**src/ess_defines.svh**
```systemverilog
// Constants for the extended skip, subtract and swap execution block.
// Functional notes
// - skip_if_nonzero skips the next instruction when the byte is not zero; no flags.
// - Every conditional skip instruction here takes three instruction cycles.
// - subtract_to_working stores working register minus byte into the working register.
// - Subtraction writes carry as 0 on negative difference, 1 on zero or positive.
// - Subtraction updates overflow, zero, nibble borrow, carry, sign compare, chained zero.
// - subtract_to_memory writes the difference to memory; working register unchanged.
// - nibble_exchange_in_place swaps the byte nibbles in memory; flags unchanged.
// - nibble_exchange_to_working puts the swapped byte in the working register only.
// - skip_if_zero skips the next instruction when the byte is zero; no flags.
// - copy_then_skip_if_zero copies the byte to working register, skips if zero.
`ifndef ESS_DEFINES_SVH
`define ESS_DEFINES_SVH
`define ESS_DW 8
`define ESS_NW 4
`define ESS_AW 5
`define ESS_MAW 4
`define ESS_MDEPTH 16
`define ESS_PCW 8
`define ESS_OPW 3
`define ESS_FLAGS_W 6
`define ESS_ADDR_WREG 5'h00
`define ESS_ADDR_FLAGS 5'h01
`define ESS_ADDR_PC 5'h02
`define ESS_ADDR_MEM_BIT 4
`define ESS_FLG_C 0
`define ESS_FLG_AC 1
`define ESS_FLG_Z 2
`define ESS_FLG_OV 3
`define ESS_FLG_SC 4
`define ESS_FLG_CZ 5
`define ESS_FLAGS_RST 6'h00
`define ESS_WREG_RST 8'h00
`define ESS_PC_RST 8'h00
`define ESS_PC_STEP 8'h01
`define ESS_PC_SKIP_STEP 8'h02
`define ESS_ZERO_BYTE 8'h00
`define ESS_RDATA_IDLE 8'h00
`define ESS_FLAGS_PAD 2'h0
`endif

```
**src/ess_pkg.sv**
```systemverilog
// Types shared by the execution block modules.
package ess_pkg;
	typedef enum logic [2:0] {
		ESS_OP_SKIP_NZ = 3'h0,
		ESS_OP_SUB_W = 3'h1,
		ESS_OP_SUB_M = 3'h2,
		ESS_OP_SWAP_M = 3'h3,
		ESS_OP_SWAP_W = 3'h4,
		ESS_OP_SKIP_Z = 3'h5,
		ESS_OP_COPY_SKIP_Z = 3'h6,
		ESS_OP_NONE = 3'h7
	} ess_op_t;
	typedef enum logic [1:0] {
		ESS_ST_IDLE = 2'h0,
		ESS_ST_DUMMY = 2'h1,
		ESS_ST_TAIL = 2'h2
	} ess_state_t;
endpackage

```
**src/ess_alu_if.sv**
```systemverilog
// Operand and result bundle between the sequencer and the arithmetic unit.
`timescale 1ns/1ps
`include "ess_defines.svh"
interface ess_alu_if;
	logic [`ESS_DW-1:0] acc;
	logic [`ESS_DW-1:0] mem;
	logic [`ESS_DW-1:0] diff;
	logic [`ESS_DW-1:0] swapped;
	logic [`ESS_FLAGS_W-1:0] flags;
	modport core (output acc, output mem, input diff, input swapped, input flags);
	modport alu (input acc, input mem, output diff, output swapped, output flags);
endinterface

```
**src/ess_alu.sv**
```systemverilog
// Combinational subtractor with status flags and nibble exchanger.
`timescale 1ns/1ps
`include "ess_defines.svh"
module ess_alu (
	ess_alu_if.alu bus
);
	wire [`ESS_DW:0] full_diff;
	wire [`ESS_NW:0] half_diff;
	wire overflow;
	assign full_diff = {1'b0, bus.acc} - {1'b0, bus.mem};
	assign half_diff = {1'b0, bus.acc[`ESS_NW-1:0]} - {1'b0, bus.mem[`ESS_NW-1:0]};
	assign bus.diff = full_diff[`ESS_DW-1:0];
	// Signed overflow when operand signs differ and the result sign leaves the minuend's.
	assign overflow = (bus.acc[`ESS_DW-1] != bus.mem[`ESS_DW-1]) && (full_diff[`ESS_DW-1] != bus.acc[`ESS_DW-1]);
	assign bus.flags[`ESS_FLG_C] = ~full_diff[`ESS_DW];
	assign bus.flags[`ESS_FLG_AC] = ~half_diff[`ESS_NW];
	assign bus.flags[`ESS_FLG_Z] = (full_diff[`ESS_DW-1:0] == `ESS_ZERO_BYTE);
	assign bus.flags[`ESS_FLG_OV] = overflow;
	assign bus.flags[`ESS_FLG_SC] = overflow ^ full_diff[`ESS_DW-1];
	// With no incoming borrow the chained zero equals the plain zero.
	assign bus.flags[`ESS_FLG_CZ] = (full_diff[`ESS_DW-1:0] == `ESS_ZERO_BYTE);
	assign bus.swapped = {bus.mem[`ESS_NW-1:0], bus.mem[`ESS_DW-1:`ESS_NW]};
endmodule

```
**src/ess_dmem.sv**
```systemverilog
// Data memory with one write port and two asynchronous read ports.
`timescale 1ns/1ps
`include "ess_defines.svh"
module ess_dmem (
	input wire logic clk_i,
	input wire logic we_i,
	input wire logic [`ESS_MAW-1:0] waddr_i,
	input wire logic [`ESS_DW-1:0] wdata_i,
	input wire logic [`ESS_MAW-1:0] raddr_a_i,
	output logic [`ESS_DW-1:0] rdata_a_o,
	input wire logic [`ESS_MAW-1:0] raddr_b_i,
	output logic [`ESS_DW-1:0] rdata_b_o
);
	logic [`ESS_DW-1:0] mem_q [`ESS_MDEPTH];
	// Contents are left unreset, as software is expected to initialise them.
	always_ff @(posedge clk_i) begin
		if (we_i) begin
			mem_q[waddr_i] <= wdata_i;
		end
	end
	assign rdata_a_o = mem_q[raddr_a_i];
	assign rdata_b_o = mem_q[raddr_b_i];
endmodule

```
**src/ess_exec.sv**
```systemverilog
// Sequencer for the extended skip, subtract and nibble swap instructions.
`timescale 1ns/1ps
`include "ess_defines.svh"
module ess_exec
	import ess_pkg::*;
(
	input wire logic REF_CLK_I,
	input wire logic RST_I,
	input wire logic INSTR_VALID_I,
	input wire logic [`ESS_OPW-1:0] INSTR_OP_I,
	input wire logic [`ESS_MAW-1:0] INSTR_ADDR_I,
	input wire logic [`ESS_AW-1:0] REG_ADDR_I,
	input wire logic [`ESS_DW-1:0] REG_WDATA_I,
	input wire logic REG_WR_I,
	input wire logic REG_RD_I,
	output logic [`ESS_DW-1:0] REG_RDATA_O,
	output logic READY_O,
	output logic SKIP_O,
	output logic [`ESS_PCW-1:0] PC_O,
	output logic [`ESS_DW-1:0] WREG_O,
	output logic [`ESS_FLAGS_W-1:0] FLAGS_O
);
	ess_state_t state_q;
	ess_state_t state_d;
	logic ready_q;
	logic skip_q;
	logic skip_d;
	logic skip_out_q;
	logic [`ESS_PCW-1:0] pc_q;
	logic [`ESS_PCW-1:0] pc_d;
	logic [`ESS_DW-1:0] wreg_q;
	logic [`ESS_DW-1:0] wreg_d;
	logic [`ESS_FLAGS_W-1:0] flags_q;
	logic [`ESS_FLAGS_W-1:0] flags_d;
	logic [`ESS_DW-1:0] rdata_q;
	logic [`ESS_DW-1:0] rdata_d;

	ess_op_t op;
	wire issue;
	wire is_sub;
	wire is_skip;
	wire byte_zero;
	wire skip_cond;
	wire core_we;
	wire [`ESS_DW-1:0] core_wdata;
	wire wreg_load;
	wire [`ESS_DW-1:0] wreg_val;
	wire flags_load;
	wire sel_wreg;
	wire sel_flags;
	wire sel_pc;
	wire sel_mem;
	wire sw_wreg_wr;
	wire sw_flags_wr;
	wire sw_mem_wr;
	wire mem_we;
	wire [`ESS_MAW-1:0] mem_waddr;
	wire [`ESS_DW-1:0] mem_wdata;
	wire [`ESS_DW-1:0] read_mux;
	logic [`ESS_DW-1:0] mem_byte;
	logic [`ESS_DW-1:0] bus_mem_byte;

	ess_alu_if alu_bus();

	ess_alu u_alu (
		.bus(alu_bus.alu)
	);

	ess_dmem u_dmem (
		.clk_i(REF_CLK_I),
		.we_i(mem_we),
		.waddr_i(mem_waddr),
		.wdata_i(mem_wdata),
		.raddr_a_i(INSTR_ADDR_I),
		.rdata_a_o(mem_byte),
		.raddr_b_i(REG_ADDR_I[`ESS_MAW-1:0]),
		.rdata_b_o(bus_mem_byte)
	);

	// Instruction decode. An instruction is only taken while the sequencer is idle.
	assign op = ess_op_t'(INSTR_OP_I);
	assign issue = INSTR_VALID_I && ready_q;
	assign is_sub = (op == ESS_OP_SUB_W) || (op == ESS_OP_SUB_M);
	assign is_skip = (op == ESS_OP_SKIP_NZ) || (op == ESS_OP_SKIP_Z) || (op == ESS_OP_COPY_SKIP_Z);
	assign byte_zero = (mem_byte == `ESS_ZERO_BYTE);
	assign skip_cond = (op == ESS_OP_SKIP_NZ) ? !byte_zero : byte_zero;

	assign alu_bus.acc = wreg_q;
	assign alu_bus.mem = mem_byte;

	// The core writes memory only for the subtract-to-memory and in-place swap instructions.
	assign core_we = issue && ((op == ESS_OP_SUB_M) || (op == ESS_OP_SWAP_M));
	assign core_wdata = (op == ESS_OP_SUB_M) ? alu_bus.diff : alu_bus.swapped;
	assign wreg_load = issue && ((op == ESS_OP_SUB_W) || (op == ESS_OP_SWAP_W) || (op == ESS_OP_COPY_SKIP_Z));
	assign wreg_val = (op == ESS_OP_SUB_W) ? alu_bus.diff :
		(op == ESS_OP_SWAP_W) ? alu_bus.swapped : mem_byte;
	assign flags_load = issue && is_sub;

	// Register port decode. The core wins a same-cycle collision, so a software write is dropped then.
	assign sel_wreg = (REG_ADDR_I == `ESS_ADDR_WREG);
	assign sel_flags = (REG_ADDR_I == `ESS_ADDR_FLAGS);
	assign sel_pc = (REG_ADDR_I == `ESS_ADDR_PC);
	assign sel_mem = REG_ADDR_I[`ESS_ADDR_MEM_BIT];
	assign sw_wreg_wr = REG_WR_I && sel_wreg && !wreg_load;
	assign sw_flags_wr = REG_WR_I && sel_flags && !flags_load;
	assign sw_mem_wr = REG_WR_I && sel_mem && !core_we;
	assign mem_we = core_we || sw_mem_wr;
	assign mem_waddr = core_we ? INSTR_ADDR_I : REG_ADDR_I[`ESS_MAW-1:0];
	assign mem_wdata = core_we ? core_wdata : REG_WDATA_I;
	assign read_mux = sel_mem ? bus_mem_byte :
		sel_wreg ? wreg_q :
		sel_flags ? {`ESS_FLAGS_PAD, flags_q} :
		sel_pc ? pc_q : `ESS_RDATA_IDLE;

	assign wreg_d = wreg_load ? wreg_val : (sw_wreg_wr ? REG_WDATA_I : wreg_q);
	assign flags_d = flags_load ? alu_bus.flags : (sw_flags_wr ? REG_WDATA_I[`ESS_FLAGS_W-1:0] : flags_q);
	assign rdata_d = REG_RD_I ? read_mux : `ESS_RDATA_IDLE;
	assign skip_d = (issue && is_skip) ? skip_cond : skip_q;

	// A skip runs execute, dummy and tail cycles; the tail is the no-operation for a skipped word.
	always_comb begin
		state_d = state_q;
		case (state_q)
			ESS_ST_IDLE: begin
				if (issue && is_skip) begin
					state_d = ESS_ST_DUMMY;
				end
			end
			ESS_ST_DUMMY: begin
				state_d = ESS_ST_TAIL;
			end
			ESS_ST_TAIL: begin
				state_d = ESS_ST_IDLE;
			end
			default: begin
				state_d = ESS_ST_IDLE;
			end
		endcase
	end

	// The program counter steps past the skipped word only when the tail cycle ends.
	always_comb begin
		pc_d = pc_q;
		if (issue && !is_skip) begin
			pc_d = pc_q + `ESS_PC_STEP;
		end else if (state_q == ESS_ST_TAIL) begin
			pc_d = pc_q + (skip_q ? `ESS_PC_SKIP_STEP : `ESS_PC_STEP);
		end
	end

	always_ff @(posedge REF_CLK_I or posedge RST_I) begin
		if (RST_I) begin
			state_q <= ESS_ST_IDLE;
			ready_q <= 1'b1;
			skip_q <= 1'b0;
			skip_out_q <= 1'b0;
			pc_q <= `ESS_PC_RST;
			wreg_q <= `ESS_WREG_RST;
			flags_q <= `ESS_FLAGS_RST;
			rdata_q <= `ESS_RDATA_IDLE;
		end else begin
			state_q <= state_d;
			ready_q <= (state_d == ESS_ST_IDLE);
			skip_q <= skip_d;
			skip_out_q <= (state_d == ESS_ST_TAIL) && skip_d;
			pc_q <= pc_d;
			wreg_q <= wreg_d;
			flags_q <= flags_d;
			rdata_q <= rdata_d;
		end
	end

	assign REG_RDATA_O = rdata_q;
	assign READY_O = ready_q;
	assign SKIP_O = skip_out_q;
	assign PC_O = pc_q;
	assign WREG_O = wreg_q;
	assign FLAGS_O = flags_q;

	// Reference values computed independently of the arithmetic unit.
	wire [`ESS_DW-1:0] ref_swap;
	wire [`ESS_DW-1:0] ref_diff;
	wire ref_no_borrow;
	assign ref_swap = {mem_byte[`ESS_NW-1:0], mem_byte[`ESS_DW-1:`ESS_NW]};
	assign ref_diff = wreg_q - mem_byte;
	assign ref_no_borrow = (wreg_q >= mem_byte);
	// A nine-bit difference of sign-extended operands gives signed overflow and the true sign directly.
	wire ref_nib_ok;
	wire [`ESS_DW:0] ref_sdiff;
	wire ref_ov;
	assign ref_nib_ok = (wreg_q[`ESS_NW-1:0] >= mem_byte[`ESS_NW-1:0]);
	assign ref_sdiff = {wreg_q[`ESS_DW-1], wreg_q} - {mem_byte[`ESS_DW-1], mem_byte};
	assign ref_ov = (ref_sdiff[`ESS_DW] != ref_sdiff[`ESS_DW-1]);
endmodule

```
**config.mk**
```make
export PLATFORM = sky130hd
export DESIGN_NAME = ess_exec
export DESIGN_NICKNAME = d
export VERILOG_FILES = /design/src/ess_pkg.sv /design/src/ess_alu_if.sv /design/src/ess_alu.sv /design/src/ess_dmem.sv /design/src/ess_exec.sv
export VERILOG_INCLUDE_DIRS = /design/src
export SDC_FILE = /design/constraint.sdc
export NUM_CORES = 1
export LEC_CHECK = 0
export BUFFER_PORTS_ARGS = -buffer_cell sky130_fd_sc_hd__buf_4
export CAP_MARGIN = 20
export CORE_MARGIN = 2
export CORE_UTILIZATION = 61
export CTS_CLUSTER_DIAMETER = 120
export CTS_CLUSTER_SIZE = 12
export DETAILED_ROUTE_END_ITERATION = 10
export PLACE_DENSITY = 0.8
export SLEW_MARGIN = 20
export SYNTH_ARGS = -nofsm -noshare
export SYNTH_HDL_FRONTEND = slang
export SYNTH_SLANG_ARGS = --single-unit
export TNS_END_PERCENT = 10
```
**constraint.sdc**
```tcl
create_clock -name REF_CLK_I -period 4.33 [get_ports REF_CLK_I]
set_input_delay 0.866 -clock REF_CLK_I [delete_from_list [all_inputs] [get_ports REF_CLK_I]]
set_output_delay 0.866 -clock REF_CLK_I [all_outputs]
set_load 0.02 [all_outputs]
```
==> results.py <==
metrics = {
    "outcome": {
        "status": "finished clean",
    },
    "clocking": {
        "cts_max_level": 4,
        "cts_setup_buffers": 0,
        "cts_buffer_depth": 2,
        "insertion_delay_ps": 440,
        "cts_sinks": 163,
        "hold_buffers": 0,
        "post_cts_resize_count": 0,
        "cts.reportedPaths.clkPinSlew_ps": 60,
        "numCtsBuffers": 17,
        "cts_root_buf": "clkbuf_16",
        "cts_tree": "built",
    },
    "critical_path": {
        "arrival_ps": 4470,
        "cpPeakStageDelay_ps": 520,
        "r2r-end": "WREG_O[7]",
        "cp_data_required_time_ps": 4700,
        "crit_fanout": 5,
        "crit_path_start_kind": "input pin",
        "crit_buf_inv": 2,
        "cp_slowest_cell": "mux4_2",
        "end_kind": "flip-flop",
        "crit_type": "input pin to flip-flop",
        "cp_top_family": "compound AO/OA/AOI/OAI gates",
        "reg2reg_slack_ps": 460,
        "worst_r2r_path_depth": 15,
        "cp_num_cells": 16,
        "worstPathCellList": "buf_4, mux4_2, a22o_1, a221oi_4, ha_1, a21oi_2, o21ai_2, a31o_2, a21o_1, a21oi_2, fa_1, buf_4, a221oi_1, nor2_1, a211oi_1, a221o_1",
        "r2r_start": "u_dmem.mem_q[7][2]",
    },
    "die": {
        "fp.coreArea_um2": 13800,
        "die_h_um": 123,
        "die_x_um": 123,
        "die-area_um2": 15100,
        "rows": 43,
        "floorplan.initialDensity_pct": 62.3,
        "io_pins": 57,
    },
    "grt": {
        "grt_antenna_before_repair": 0,
        "grt_overflow": 0,
        "grtUsageTotal_pct": 34.1,
        "grt_max_degree": 45,
        "grt_pass1_vias": 6034,
        "grt_pass1_wl_um": 36400,
    },
    "timing": {
        "max_freq_mhz": 244,
        "worst_pin_slew_ps": 841,
        "max_slew_margin_pct": 44.0,
        "rsz0062_at_grt": "false",
        "hold_violations": 0,
        "setup_tns_ps": 0,
        "fin_crit_sh_pct": 94.6,
        "fin_crit_ps": 4100,
        "setup_viol": 0,
        "slew_violations": 0,
        "finClkSkew_ps": 8.12,
    },
    "final_layout": {
        "areaGrowthSynthToFinish_pct": 19.3,
        "nFillCells": 817,
        "multi_input_area_um2": 3680,
        "num_antenna_cells": 0,
        "postLayoutCellArea_um2": 10300,
        "drive_gt1_share_pct": 34.6,
        "fin_nets": 712,
        "ff_latch_area_um2": 4720,
    },
    "detailed_routing": {
        "ant_nets": 0,
        "vias_per_cell": 7.14,
        "drtIter0Drc": 1021,
        "routedWlPerCell_um": 27.8,
        "wl_um": 24100,
        "via_count": 6179,
        "route.detailed.drc": 0,
        "drt_first_pass_iters": 6,
    },
    "pwr": {
        "p_leak_nw": 3.85,
        "ir_drop_v": 0.000332,
        "powerDensity_nw_per_um2": 449,
    },
    "yosys": {
        "yosys_register_bits": 163,
        "synth_edf_count": 128,
        "synthArstFlopShare_pct": 21.5,
        "synthesis.area_um2": 8610,
        "synth_flop_cell": "edfxtp_1",
        "yosys_warnings": 0,
        "yosysSeqAreaShare_pct": 54.8,
        "syn_inst": 566,
        "yosysUniqueCellTypes": 59,
        "syn_area_per_cell_um2": 15.2,
        "syn_nets": 606,
    },
    "placement": {
        "dp_hpwl_um": 17100,
        "port_buffers": 56,
        "dpl_cell_area_um2": 9680,
        "routabilityCongestion": 0.970,
    },
    "flow_run": {
        "drv_cap": 0,
    },
    "hold_path": {
        "hold_class": "input pin to async pin",
    },
}
[logic make-up after synthesis]
group                      after synthesis  synth area share (%)
and+or+nand+nor                        123                  6.93
muxes                                   86                  21.0
buffers and inverters                   50                  2.63
xor gates and xnor gates                13                  1.32
AOI/OAI and AO/OA                      116                  10.8
DFF                                    163                  54.8
adders and majority gates               15                  2.44
[area by class of cell]
cell class              count  share of cell area (%)
inverters                  14                   0.512
clock inverters            15                    1.51
repair buffers            123                    9.85
clock buffers              17                    4.14
well taps                 180                    2.19
flip-flops and latches    163                    46.0
multi-input cells         353                    35.8
[metal layers]
layer	share of wire [%]	vias to the layer above	global-route usage (%)
met4	4.6	0	17.1
met2	49	442	54.0
met1	37	3134	45.6
met5	0	-	0
li1	-	2525	-
met3	9.6	78	6.51
[cells in the mapped netlist (all sizes together) (4+ instances only)]
library cell | n | area share [%]
mux2i | 11 | 1.3
buf | 12 | 0.97
mux4 | 72 | 19
a21oi | 18 | 1.0
a221oi | 16 | 2.8
nor3b | 4 | 0.35
edfxtp | 128 | 45
inv | 14 | 0.61
nor2 | 39 | 1.7
nand2 | 34 | 1.5
a21o | 6 | 0.52
nand4 | 5 | 0.44
nor2b | 13 | 0.94
a221o | 6 | 0.70
nor3 | 8 | 0.47
nand3 | 4 | 0.23
ha | 12 | 1.7
o21ai | 25 | 1.5
a31oi | 4 | 0.29
xor2 | 7 | 0.71
a22oi | 15 | 1.3
xnor2 | 6 | 0.61
clkbuf | 24 | 1.0
o221ai | 7 | 0.71
dfrtp | 34 | 9.9
a22o | 6 | 0.61
[worst register-to-register path, cell delays in order (launching register included)]
cell and delay (ps):
edfxtp_1 390, mux4_2 490, a22o_1 280, a221oi_4 250, ha_1 320, a21oi_2 160
o21ai_2 70, a31o_2 240, a21o_1 190, a21oi_2 150, fa_1 440, buf_4 160
a221oi_1 260, nor2_1 80, a211oi_1 180, a221o_1 140
[layout by cell type (no fill, tap or decap), types with 4 or more instances in the layout]
cell	synthesis	routed
a221oi_1	10	10
xnor2_1	6	6
a22o_1	6	6
buf_4	1	116
nand2_1	33	33
a22oi_1	15	15
mux4_1	12	12
nor2_1	39	39
o21ai_1	7	6
a21o_1	6	5
ha_1	12	12
buf_12	1	7
mux4_2	60	60
edfxtp_1	128	128
a31oi_1	4	4
nor3b_1	4	4
o21ai_0	18	17
clkbuf_16	0	17
a221o_1	6	6
a21oi_1	18	16
nor3_1	8	8
nand4_1	4	4
nand3_1	4	4
dfrtp_1	34	34
inv_1	13	13
xor2_1	7	7
o221ai_1	7	7
mux2i_1	11	11
nor2b_1	13	13
a221oi_4	6	6
[metrics by stage]
stage               power [mW]  util (%)  hold WS, ps  setup slack [ps]  cells
CTS                       4.60      74.2          374               235    865
finish                    4.61      74.3          373               233    865
floorplan                 2.61         -          419             -29.9    566
global placement          3.09      70.0          433              -160    833
detailed placement        3.13      70.0          438              -227    833
global route              4.77      74.3          401              29.5    865
[flip-flops by register name (all words and copies together), names as in the netlist]
signal        count
u_dmem.mem_q    128
FLAGS_O           6
WREG_O            8
PC_O              8
skip_q            1
READY_O           1
state_q           2
SKIP_O            1
REG_RDATA_O       8
[worst max-delay path by stage]
stage	start	to
detailed placement	INSTR_ADDR_I[0]	FLAGS_O[5]
floorplan	INSTR_ADDR_I[0]	FLAGS_O[2]
global route	INSTR_ADDR_I[0]	FLAGS_O[2]
finish	INSTR_ADDR_I[0]	WREG_O[7]
global placement	INSTR_ADDR_I[0]	WREG_O[7]
CTS	INSTR_ADDR_I[0]	WREG_O[7]
[power breakdown]
part	internal [mW]	leakage [nW]	total (mW)	switching, mW
Sequential	1.81	1.60	1.93	0.127
Clock	0.852	0.277	1.50	0.644
Combinational	0.533	1.97	1.18	0.646
Note: power is estimated with default switching activity, not from simulation.
